<file path="src/rtl/cls_pkg.sv">
// Constants, types and carriers for the configuration load and init sequencer.
// Assumes a 10 MHz reference clock; all times are converted to cycles here.
package cls_pkg;

   // Reference clock
   localparam int unsigned CLK_PERIOD_NS     = 100;

   // Power-on-reset hold of the status pin
   localparam int unsigned POR_DELAY_US      = 200;
   localparam int unsigned POR_CYC           = (POR_DELAY_US * 1000) / CLK_PERIOD_NS;
   // Status held low after a frame check failure before an automatic restart
   localparam int unsigned ERR_HOLD_US       = 10;
   localparam int unsigned ERR_HOLD_CYC      = (ERR_HOLD_US * 1000) / CLK_PERIOD_NS;
   // Done high to initialization clock enable
   localparam int unsigned DONE_TO_CLK_EN_US = 10;
   localparam int unsigned DONE_TO_CLK_EN_CYC =
      (DONE_TO_CLK_EN_US * 1000) / CLK_PERIOD_NS;
   // Least time from flash select low to first flash clock toggle
   localparam int unsigned FLASH_SETUP_NS    = 15;
   localparam int unsigned FLASH_SETUP_RAW   =
      (FLASH_SETUP_NS + CLK_PERIOD_NS - 1) / CLK_PERIOD_NS;
   localparam int unsigned FLASH_SETUP_CYC   = (FLASH_SETUP_RAW < 1) ? 1 : FLASH_SETUP_RAW;
   // Initialization clock cycles needed before user mode
   localparam int unsigned INIT_CYCLE_COUNT  = 1024;

   localparam int unsigned CNT_W             = 16;

   // Self-clocked serial flash: half period of the generated clock in ref cycles
   localparam logic [3:0] FLASH_HALF_CYC     = 4'h4;

   // Stream framing: data words per frame, then one check word
   localparam logic [7:0]  FRAME_WORDS       = 8'h08;
   localparam logic [7:0]  FRAME_COUNT       = 8'h04;
   localparam logic [31:0] CRC_POLY          = 32'h04c11db7;
   localparam logic [31:0] CRC_INIT          = 32'hffffffff;

   // Register port
   localparam int unsigned ADDR_W            = 4;
   localparam int unsigned DATA_W            = 8;
   localparam logic [3:0]  REG_CTRL          = 4'h0;
   localparam logic [3:0]  REG_STATUS        = 4'h1;
   localparam logic [7:0]  CTRL_RESET        = 8'h00;
   // Status register field positions
   localparam int unsigned STAT_ERR_BIT      = 7;
   localparam int unsigned STAT_USER_BIT     = 6;
   localparam int unsigned STAT_DONE_BIT     = 5;

   // Configuration scheme and initialization clock source codes
   localparam logic [1:0] MODE_PASSIVE_SERIAL = 2'h0;
   localparam logic [1:0] MODE_FAST_PARALLEL  = 2'h1;
   localparam logic [1:0] MODE_ACTIVE_SERIAL  = 2'h2;
   localparam logic [1:0] INIT_SRC_OSC        = 2'h0;
   localparam logic [1:0] INIT_SRC_USER       = 2'h1;
   localparam logic [1:0] INIT_SRC_CFGCLK     = 2'h2;

   typedef enum logic [2:0] {
      ST_POR,
      ST_RESET,
      ST_CONFIG,
      ST_ERROR,
      ST_DONE_WAIT,
      ST_INIT,
      ST_USER
   } cls_state_type;

   // Control register layout, msb first
   typedef struct packed {
      logic       spare;
      logic       wide;          // 16-bit parallel or 4-bit flash data
      logic [1:0] mode;
      logic       init_done_en;
      logic [1:0] init_src;
      logic       auto_restart;
   } cls_ctrl_type;

   // Pin inputs after filtering
   localparam int unsigned PIN_W = 26;
   typedef struct packed {
      logic        cfg_clk;
      logic        request_n;
      logic        status_n;
      logic        complete;
      logic        user_clk;
      logic [15:0] data;
      logic        serial;
      logic [3:0]  flash;
   } cls_pins_type;

endpackage

</file>
<file path="src/rtl/cls_sync3.sv">
// Three-stage pin input filter; output moves only when stages two and three agree.
// Assumes inputs are asynchronous to ref_clk_i.
`timescale 1ns/1ps
module cls_sync3 #(
   parameter int unsigned W = 1
) (
   input  wire logic         ref_clk_i,
   input  wire logic         rst_b_i,
   input  wire logic [W-1:0] pin_i,
   output logic      [W-1:0] filt_o
);

   logic [W-1:0] s1_r;
   logic [W-1:0] s2_r;
   logic [W-1:0] s3_r;

   genvar g;
   generate
      for (g = 0; g < W; g++) begin : g_bit
         always_ff @(posedge ref_clk_i or negedge rst_b_i) begin
            if (!rst_b_i) begin
               s1_r[g]   <= 1'b0;
               s2_r[g]   <= 1'b0;
               s3_r[g]   <= 1'b0;
               filt_o[g] <= 1'b0;
            end else begin
               s1_r[g] <= pin_i[g];
               s2_r[g] <= s1_r[g];
               s3_r[g] <= s2_r[g];
               if (s2_r[g] == s3_r[g]) begin
                  filt_o[g] <= s3_r[g];
               end
            end
         end
      end
   endgenerate

endmodule

</file>
<file path="src/rtl/cls_frame_crc.sv">
// Frame checker: runs a 32-bit check over each frame of data words and
// compares it with the check word that follows the frame.
// Assumes words arrive as one-cycle strobes on the reference clock.
`timescale 1ns/1ps
module cls_frame_crc (
   input  wire logic        ref_clk_i,
   input  wire logic        rst_b_i,
   input  wire logic        clear_i,
   input  wire logic        word_vld_i,
   input  wire logic [31:0] word_i,
   output logic             crc_err_o,
   output logic             stream_done_o
);

   logic [31:0] crc_r;
   logic [7:0]  word_idx_r;
   logic [7:0]  frame_idx_r;

   function automatic logic [31:0] crc_step(input logic [31:0] crc, input logic [31:0] w);
      logic [31:0] c;
      logic        fb;
      c  = crc;
      fb = 1'b0;
      for (int i = 31; i >= 0; i--) begin
         fb = c[31] ^ w[i];
         c  = {c[30:0], 1'b0} ^ (fb ? cls_pkg::CRC_POLY : 32'h00000000);
      end
      return c;
   endfunction

   always_ff @(posedge ref_clk_i or negedge rst_b_i) begin
      if (!rst_b_i) begin
         crc_r         <= cls_pkg::CRC_INIT;
         word_idx_r    <= 8'h00;
         frame_idx_r   <= 8'h00;
         crc_err_o     <= 1'b0;
         stream_done_o <= 1'b0;
      end else begin
         crc_err_o     <= 1'b0;
         stream_done_o <= 1'b0;
         if (clear_i) begin
            crc_r       <= cls_pkg::CRC_INIT;
            word_idx_r  <= 8'h00;
            frame_idx_r <= 8'h00;
         end else if (word_vld_i) begin
            if (word_idx_r == cls_pkg::FRAME_WORDS) begin
               word_idx_r <= 8'h00;
               crc_r      <= cls_pkg::CRC_INIT;
               if (word_i != crc_r) begin
                  crc_err_o <= 1'b1;
               end else if (frame_idx_r == cls_pkg::FRAME_COUNT - 8'h01) begin
                  stream_done_o <= 1'b1;
                  frame_idx_r   <= 8'h00;
               end else begin
                  frame_idx_r <= frame_idx_r + 8'h01;
               end
            end else begin
               crc_r      <= crc_step(crc_r, word_i);
               word_idx_r <= word_idx_r + 8'h01;
            end
         end
      end
   end

endmodule

</file>
<file path="src/rtl/cls_sequencer.sv">
// Configuration load, error restart, initialization and user-mode entry sequencer.
// Assumes raw pins arrive asynchronously; open-drain pins resolved outside.
`timescale 1ns/1ps
module cls_sequencer #(
   parameter int unsigned POR_CYCLES = cls_pkg::POR_CYC
) (
   input  wire logic                        ref_clk_i,
   input  wire logic                        rst_b_i,
   // Register port
   input  wire logic [cls_pkg::ADDR_W-1:0]  reg_addr_i,
   input  wire logic [cls_pkg::DATA_W-1:0]  reg_wdata_i,
   input  wire logic                        reg_wr_i,
   input  wire logic                        reg_rd_i,
   output logic      [cls_pkg::DATA_W-1:0]  reg_rdata_o,
   // Configuration pins
   input  wire logic                        config_request_n_i,
   input  wire logic                        config_clock_i,
   output logic                             config_clock_o,
   output logic                             config_clock_oe_o,
   input  wire logic [15:0]                 config_data_i,
   input  wire logic                        serial_data_i,
   input  wire logic [3:0]                  serial_flash_data_i,
   output logic                             flash_select_n_o,
   input  wire logic                        user_init_clock_i,
   input  wire logic                        config_status_n_i,
   output logic                             config_status_n_o,
   output logic                             config_status_n_oe_o,
   input  wire logic                        config_complete_i,
   output logic                             config_complete_o,
   output logic                             config_complete_oe_o,
   output logic                             init_complete_out_o,
   output logic                             init_complete_out_oe_o,
   output logic                             core_init_complete_o
);

   cls_pkg::cls_pins_type  pins;
   cls_pkg::cls_ctrl_type  ctrl_r;
   cls_pkg::cls_state_type state_r;
   cls_pkg::cls_state_type state_nxt;

   logic [cls_pkg::CNT_W-1:0] cnt_r;
   logic [cls_pkg::CNT_W-1:0] cnt_nxt;
   logic        cfg_clk_d_r;
   logic        user_clk_d_r;
   logic        err_flag_r;
   logic        status_seen_r;
   logic [3:0]  fdiv_r;
   logic [31:0] asm_word_r;
   logic [5:0]  asm_bits_r;
   logic        word_vld_r;
   logic        crc_err;
   logic        stream_done;
   logic        asm_clear;
   logic        cfg_rise;
   logic        cfg_fall;
   logic        user_rise;
   logic        flash_sample;
   logic        chunk_take;
   logic        init_tick;
   logic        is_flash;
   logic [15:0] chunk;
   logic [5:0]  chunk_w;

   cls_sync3 #(
      .W (cls_pkg::PIN_W)
   ) u_sync (
      .ref_clk_i (ref_clk_i),
      .rst_b_i   (rst_b_i),
      .pin_i     ({config_clock_i, config_request_n_i, config_status_n_i,
                   config_complete_i, user_init_clock_i, config_data_i,
                   serial_data_i, serial_flash_data_i}),
      .filt_o    (pins)
   );

   assign is_flash  = (ctrl_r.mode == cls_pkg::MODE_ACTIVE_SERIAL);
   assign cfg_rise  = pins.cfg_clk & ~cfg_clk_d_r;
   assign cfg_fall  = ~pins.cfg_clk & cfg_clk_d_r;
   assign user_rise = pins.user_clk & ~user_clk_d_r;
   assign flash_sample = (state_r == cls_pkg::ST_CONFIG) && is_flash &&
                         (cnt_r == '0) && (fdiv_r == 2 * cls_pkg::FLASH_HALF_CYC - 4'h1);
   // Passive data only counts while configuring; later edges are ignored
   assign chunk_take = (state_r == cls_pkg::ST_CONFIG) &&
                       (is_flash ? flash_sample : cfg_rise);
   assign asm_clear  = (state_nxt == cls_pkg::ST_CONFIG) && (state_r != cls_pkg::ST_CONFIG);

   // Bits per capture by scheme and width
   always_comb begin
      chunk   = 16'h0000;
      chunk_w = 6'h01;
      unique case (ctrl_r.mode)
         cls_pkg::MODE_FAST_PARALLEL: begin
            chunk   = ctrl_r.wide ? pins.data : {8'h00, pins.data[7:0]};
            chunk_w = ctrl_r.wide ? 6'h10 : 6'h08;
         end
         cls_pkg::MODE_ACTIVE_SERIAL: begin
            chunk   = ctrl_r.wide ? {12'h000, pins.flash} : {15'h0000, pins.flash[0]};
            chunk_w = ctrl_r.wide ? 6'h04 : 6'h01;
         end
         default: begin
            chunk   = {15'h0000, pins.serial};
            chunk_w = 6'h01;
         end
      endcase
   end

   // Word assembly, least significant bits first
   always_ff @(posedge ref_clk_i or negedge rst_b_i) begin
      if (!rst_b_i) begin
         asm_word_r <= 32'h00000000;
         asm_bits_r <= 6'h00;
         word_vld_r <= 1'b0;
      end else begin
         word_vld_r <= 1'b0;
         if (asm_clear) begin
            asm_bits_r <= 6'h00;
         end else if (chunk_take) begin
            unique case (chunk_w)
               6'h10:   asm_word_r <= {chunk, asm_word_r[31:16]};
               6'h08:   asm_word_r <= {chunk[7:0], asm_word_r[31:8]};
               6'h04:   asm_word_r <= {chunk[3:0], asm_word_r[31:4]};
               default: asm_word_r <= {chunk[0], asm_word_r[31:1]};
            endcase
            if (asm_bits_r + chunk_w == 6'h20) begin
               asm_bits_r <= 6'h00;
               word_vld_r <= 1'b1;
            end else begin
               asm_bits_r <= asm_bits_r + chunk_w;
            end
         end
      end
   end

   cls_frame_crc u_crc (
      .ref_clk_i     (ref_clk_i),
      .rst_b_i       (rst_b_i),
      .clear_i       (asm_clear),
      .word_vld_i    (word_vld_r),
      .word_i        (asm_word_r),
      .crc_err_o     (crc_err),
      .stream_done_o (stream_done)
   );

   // Initialization clock source selection
   always_comb begin
      unique case (ctrl_r.init_src)
         cls_pkg::INIT_SRC_USER:   init_tick = user_rise;
         cls_pkg::INIT_SRC_CFGCLK: init_tick = is_flash ? 1'b1 : cfg_fall;
         default:                  init_tick = 1'b1;
      endcase
   end

   // Sequence control
   always_comb begin
      state_nxt = state_r;
      cnt_nxt   = (cnt_r != '0) ? cnt_r - 1'b1 : cnt_r;
      unique case (state_r)
         cls_pkg::ST_POR: begin
            if (cnt_r == '0) begin
               state_nxt = cls_pkg::ST_RESET;
            end
         end
         cls_pkg::ST_RESET: begin
            if (pins.request_n) begin
               state_nxt = cls_pkg::ST_CONFIG;
               cnt_nxt   = cls_pkg::CNT_W'(cls_pkg::FLASH_SETUP_CYC);
            end
         end
         cls_pkg::ST_CONFIG: begin
            if (crc_err || (status_seen_r && !pins.status_n)) begin
               state_nxt = cls_pkg::ST_ERROR;
               cnt_nxt   = cls_pkg::CNT_W'(cls_pkg::ERR_HOLD_CYC);
            end else if (stream_done) begin
               state_nxt = cls_pkg::ST_DONE_WAIT;
               cnt_nxt   = cls_pkg::CNT_W'(cls_pkg::DONE_TO_CLK_EN_CYC);
            end
         end
         cls_pkg::ST_ERROR: begin
            if (cnt_r == '0 && ctrl_r.auto_restart) begin
               state_nxt = cls_pkg::ST_CONFIG;
               cnt_nxt   = cls_pkg::CNT_W'(cls_pkg::FLASH_SETUP_CYC);
            end
         end
         cls_pkg::ST_DONE_WAIT: begin
            if (cnt_r == '0 && pins.complete) begin
               state_nxt = cls_pkg::ST_INIT;
               cnt_nxt   = cls_pkg::CNT_W'(cls_pkg::INIT_CYCLE_COUNT);
            end
         end
         cls_pkg::ST_INIT: begin
            cnt_nxt = cnt_r;
            if (init_tick) begin
               if (cnt_r == cls_pkg::CNT_W'(1)) begin
                  state_nxt = cls_pkg::ST_USER;
               end
               cnt_nxt = cnt_r - 1'b1;
            end
         end
         cls_pkg::ST_USER: begin
         end
      endcase
      // Request low restarts from anywhere after power-on
      if (state_r != cls_pkg::ST_POR && !pins.request_n) begin
         state_nxt = cls_pkg::ST_RESET;
         cnt_nxt   = '0;
      end
   end

   always_ff @(posedge ref_clk_i or negedge rst_b_i) begin
      if (!rst_b_i) begin
         state_r      <= cls_pkg::ST_POR;
         cnt_r        <= cls_pkg::CNT_W'(POR_CYCLES);
         cfg_clk_d_r  <= 1'b0;
         user_clk_d_r <= 1'b0;
         status_seen_r <= 1'b0;
      end else begin
         state_r      <= state_nxt;
         cnt_r        <= cnt_nxt;
         // Our own low drive lingers in the filter; only a low after a high is outside
         status_seen_r <= (state_r == cls_pkg::ST_CONFIG) && (status_seen_r || pins.status_n);
         cfg_clk_d_r  <= pins.cfg_clk;
         user_clk_d_r <= pins.user_clk;
      end
   end

   // Pin drive from the next state so they change with the state; init complete enable follows the control bit
   always_ff @(posedge ref_clk_i or negedge rst_b_i) begin
      if (!rst_b_i) begin
         config_status_n_o      <= 1'b0;
         config_status_n_oe_o   <= 1'b1;
         config_complete_o      <= 1'b0;
         config_complete_oe_o   <= 1'b1;
         init_complete_out_o    <= 1'b0;
         init_complete_out_oe_o <= 1'b0;
         core_init_complete_o   <= 1'b0;
      end else begin
         config_status_n_o    <= 1'b0;
         // Status low in power-on, reset and error
         config_status_n_oe_o <= (state_nxt == cls_pkg::ST_POR) ||
                                 (state_nxt == cls_pkg::ST_RESET) ||
                                 (state_nxt == cls_pkg::ST_ERROR);
         config_complete_o    <= 1'b0;
         // Complete held low until the stream checks clean
         config_complete_oe_o <= (state_nxt == cls_pkg::ST_POR) ||
                                 (state_nxt == cls_pkg::ST_RESET) ||
                                 (state_nxt == cls_pkg::ST_CONFIG) ||
                                 (state_nxt == cls_pkg::ST_ERROR);
         // Init complete driven low once enabled, high in user mode
         init_complete_out_oe_o <= ctrl_r.init_done_en;
         init_complete_out_o    <= ctrl_r.init_done_en && (state_nxt == cls_pkg::ST_USER);
         core_init_complete_o   <= (state_nxt == cls_pkg::ST_USER);
      end
   end

   // Serial flash select and self-generated clock
   always_ff @(posedge ref_clk_i or negedge rst_b_i) begin
      if (!rst_b_i) begin
         flash_select_n_o  <= 1'b1;
         config_clock_o    <= 1'b0;
         config_clock_oe_o <= 1'b0;
         fdiv_r            <= 4'h0;
      end else begin
         flash_select_n_o  <= !(is_flash && state_nxt == cls_pkg::ST_CONFIG);
         config_clock_oe_o <= is_flash;
         if (state_r == cls_pkg::ST_CONFIG && is_flash && cnt_r == '0) begin
            // First toggle only after select setup has elapsed
            fdiv_r         <= (fdiv_r == 2 * cls_pkg::FLASH_HALF_CYC - 4'h1) ? 4'h0 :
                              fdiv_r + 4'h1;
            config_clock_o <= (fdiv_r >= cls_pkg::FLASH_HALF_CYC - 4'h1) &&
                              (fdiv_r != 2 * cls_pkg::FLASH_HALF_CYC - 4'h1);
         end else begin
            fdiv_r         <= 4'h0;
            config_clock_o <= 1'b0;
         end
      end
   end

   // Register port
   always_ff @(posedge ref_clk_i or negedge rst_b_i) begin
      if (!rst_b_i) begin
         ctrl_r <= cls_pkg::CTRL_RESET;
      end else if (reg_wr_i && reg_addr_i == cls_pkg::REG_CTRL) begin
         ctrl_r <= reg_wdata_i;
      end
   end

   // Sticky error; a new error wins over a clear in the same cycle
   always_ff @(posedge ref_clk_i or negedge rst_b_i) begin
      if (!rst_b_i) begin
         err_flag_r <= 1'b0;
      end else if (crc_err) begin
         err_flag_r <= 1'b1;
      end else if (reg_wr_i && reg_addr_i == cls_pkg::REG_STATUS &&
                   reg_wdata_i[cls_pkg::STAT_ERR_BIT]) begin
         err_flag_r <= 1'b0;
      end
   end

   always_ff @(posedge ref_clk_i or negedge rst_b_i) begin
      if (!rst_b_i) begin
         reg_rdata_o <= 8'h00;
      end else if (reg_rd_i && reg_addr_i == cls_pkg::REG_CTRL) begin
         reg_rdata_o <= ctrl_r;
      end else if (reg_rd_i && reg_addr_i == cls_pkg::REG_STATUS) begin
         reg_rdata_o <= {err_flag_r, (state_r == cls_pkg::ST_USER),
                         pins.complete, 2'b00, state_r};
      end else begin
         reg_rdata_o <= 8'h00;
      end
   end

endmodule

</file>
<file path="config.mk">
export PLATFORM = sky130hd
export DESIGN_NAME = cls_sequencer
export DESIGN_NICKNAME = d
export VERILOG_FILES = /design/src/rtl/cls_pkg.sv /design/src/rtl/cls_sync3.sv /design/src/rtl/cls_frame_crc.sv /design/src/rtl/cls_sequencer.sv
export SDC_FILE = /design/constraint.sdc
export NUM_CORES = 1
export LEC_CHECK = 0
export BUFFER_PORTS_ARGS = -buffer_cell sky130_fd_sc_hd__buf_2
export CAP_MARGIN = 20
export CORE_MARGIN = 2
export CORE_UTILIZATION = 58
export CTS_BUF_LIST = sky130_fd_sc_hd__clkbuf_4
export DETAILED_ROUTE_END_ITERATION = 10
export HOLD_SLACK_MARGIN = 0.02
export PLACE_DENSITY = 0.75
export SYNTH_ARGS = -nofsm -noshare
export SYNTH_HDL_FRONTEND = slang
export SYNTH_SLANG_ARGS = --single-unit
</file>
<file path="constraint.sdc">
create_clock -name ref_clk_i -period 3.4 [get_ports ref_clk_i]
set_input_delay 0.51 -clock ref_clk_i [delete_from_list [all_inputs] [get_ports ref_clk_i]]
set_output_delay 0.51 -clock ref_clk_i [all_outputs]
set_load 0.1 [all_outputs]
</file>
==> metrics <==
Post-synth EDFFs=0; DR WL/cell=around 19 µm; proportion of synthesized area in mux cells=less than 1%; Worst EP arrival=about 4100 ps; initial drt markers=around 910; main area contributors after synthesis=dfrtp_1, xnor2_1, dfstp_2, xnor3_1, o21ai_0; register area share after synthesis=about 45%; simple-gate area share of the yosys netlist=between 10% and 20%; number of synthesized register bits=~240; kind of critical path=reg -> reg; final HPWL from detailed placement=24100 µm; largest net degree at the start of global routing=between 90 and 100; placed instance area=about 15000 µm²; Inserted Clock Buffers=between 60 and 70; main combinational cell family by area after synthesis=XOR/XNOR gates; Worst Setup Slack, final=-109 ps; Clock Latency Late Sink=~700 ps; Setup crit start kind=register; clk sinks=244; skew final=approximately 78 ps; antenna-violating nets left=0; post-synthesis area per instance=11.0 µm²; initial antenna violation count=2; XOR/XNOR Fraction of Synth Area=25.4%; Synth Warn #=0; maxcap violations=0; Final Cell Area=between 15000 and 20000 µm²; WP data required=3960 ps; most common cell after layout, fill and taps aside=dfrtp_1; first-pass GRT wire length=56000 µm; complex-gate fraction of the synthesized area=11.9%; GRT Resource Usage Total=between 20 and 30%; Final Hold Vio Count=0; max-slew violation count=0; synthesized cell area=13600 µm²; Max Fclk=285 MHz; DR vias=around 11000; Worst slew margin=a little under two fifths; number of global-route vias before repair=10400; failing checks=setup timing; most frequent cells in the layout=dfrtp_1, buf_4, xnor2_1, o21ai_0, nor2_1; DIE AREA=around 25000 µm²; H-tree depth=3; Routed WL=~36000 µm; # fillers=1559; Root Buffer=clkbuf_4; Die Wd=between 150 and 200 µm; Starting Density=58.5%; share of layout cells above drive strength 1=32.9%; Core Region=23300 µm²; cells on worst reg2reg path=11; top_reg_cell synth=dfrtp_1; area of the multi-input gates=just under 8000 µm²; RePlAce Congestion=between 0.9 and 1; FF+latch area=about 6200 µm²; Max Buffers Root-to-Sink=3; row cnt=56; RSZ-0062 raised after global routing=true; slew at the pin closest to its max-slew limit=934 ps; worst-path maximum fanout=5; final worst path period share=103%; HP Class=in -> reg; crit path time final=between 3000 and 4000 ps; Mapped Cells=roughly 1200; Die Height=between 150 and 200 µm; port bufs=between 50 and 60; Min-Delay Path Depth=2; element type at the critical path end=register; Synth area leader=dfrtp_1; asr flop ratio synth=between 90% and 100%; Adder-Cell Fraction of Synth Area=3.57%; Clock Pin Slew Worst Setup and Hold Paths=approximately 80 ps; grt total ovfl=0; Unique masters post-synth=70; Nets=around 1600; top-level I/O count=60; Final Util=around three quarters; drt via density=about 5.6; status=finished with violations; Final setup viols=7; Synth top area share=about 37%; Area Overhead vs Synth=27.6%; number of remaining DRC errors=0; TritonCTS clock tree=done; drt first pass iters=7
[logic make-up (layout without fill, tap and decap cells)]
kind of cell             after synthesis  after routing
multiplexers                          11             11
XOR/XNOR                             277            277
AND/OR/NAND/NOR                      304            304
flip-flops                           244            244
AO/OA/AOI/OAI                        273            273
adder cells (fa/ha/maj)               44             44
other                                  1              4
buffers and inverters                 86            417
[cell type report]
class / count / area share, %
sequential: 244 / 35.5
antenna: 2 / 0.0288
tap: 319 / 2.30
clock inverter: 25 / 0.757
timing repair buffer: 274 / 12.4
inverter: 21 / 0.468
clock buffer: 97 / 4.19
multi-input combinational: 911 / 44.4
[through the flow]
stage	worst slack, ps	hold WS, ps	setup TNS (ps)	cells
final	-109	74.4	-361	1893
after global routing	-175	33.1	-1590	1892
after CTS	-23.7	29.3	-23.7	1868
after detailed placement	-190	336	-1150	1686
after global placement	-178	332	-699	1686
after floorplan	-3.41	214	-3.41	1241
[synthesized netlist by cell type, types with 10 or more instances]
| library cell | instances |
|---|---|
| inv_1 | 19 |
| dfstp_2 | 41 |
| nand2_1 | 94 |
| dfrtp_1 | 203 |
| xnor3_1 | 27 |
| nand2b_1 | 13 |
| clkbuf_1 | 54 |
| a21oi_1 | 76 |
| xnor3_2 | 12 |
| nand4_1 | 12 |
| nor2_1 | 99 |
| a221oi_1 | 12 |
| maj3_1 | 26 |
| o22ai_1 | 25 |
| xnor2_4 | 11 |
| xor2_1 | 51 |
| nand3_1 | 15 |
| xnor2_1 | 150 |
| nor2b_1 | 10 |
| ha_1 | 18 |
| o221ai_1 | 14 |
| nor3_1 | 17 |
| o21ai_0 | 102 |
[worst paths after layout]
kind | startpoint | to | slack (ps)
setup reg to reg | u_crc.crc_r[26] | u_crc.crc_r[10] | -110
setup / recovery | u_crc.crc_r[26] | u_crc.crc_r[10] | -110
min in group asynchronous | rst_b_i | u_sync.s1_r[0] | 400
hold / removal | reg_wdata_i[7] | ctrl_r[7] | 70
max in group asynchronous | rst_b_i | cnt_r[6] | 2040
hold reg to reg | u_sync.s1_r[3] | u_sync.s2_r[3] | 350
[routing by layer]
layer	GRT usage [%]	share of wire (%)
met1	41.8	43
met2	46.3	48
met3	5.62	6.3
met4	9.44	2.6
met5	0	0
[registers in the layout (all words and copies together) (netlist names), 3 cells and up]
register / cells
reg_rdata_o: 8
asm_bits_r: 6
u_sync.s3_r: 26
u_crc.crc_r: 32
u_crc.frame_idx_r: 8
cnt_r: 16
asm_word_r: 32
state_r: 3
u_sync.filt_o: 26
u_sync.s1_r: 26
fdiv_r: 4
u_sync.s2_r: 26
ctrl_r: 8
u_crc.word_idx_r: 8
[critical path, stage by stage, from the launching register on]
cell     delay, ps
dfstp_2        600
xnor2_4        140
buf_4          180
xnor2_1        300
xnor3_1        570
xnor2_4        240
xor2_2         230
buf_6          130
xnor3_2        470
xor2_4         190
xnor2_2        170
a21oi_1        150
[timing repair]
item                                   4_1_cts  5_1_grt
setup buffers                               28       23
pin swaps                                   27       31
hold buffers                                32        0
endpoints found under the hold margin      120        0
gates resized for setup                     29       60
setup endpoints to repair                   19       34
Power is left out: the tool's default activity adds up to more than one toggle a clock period on the data nets, which glitch-free logic cannot reach.
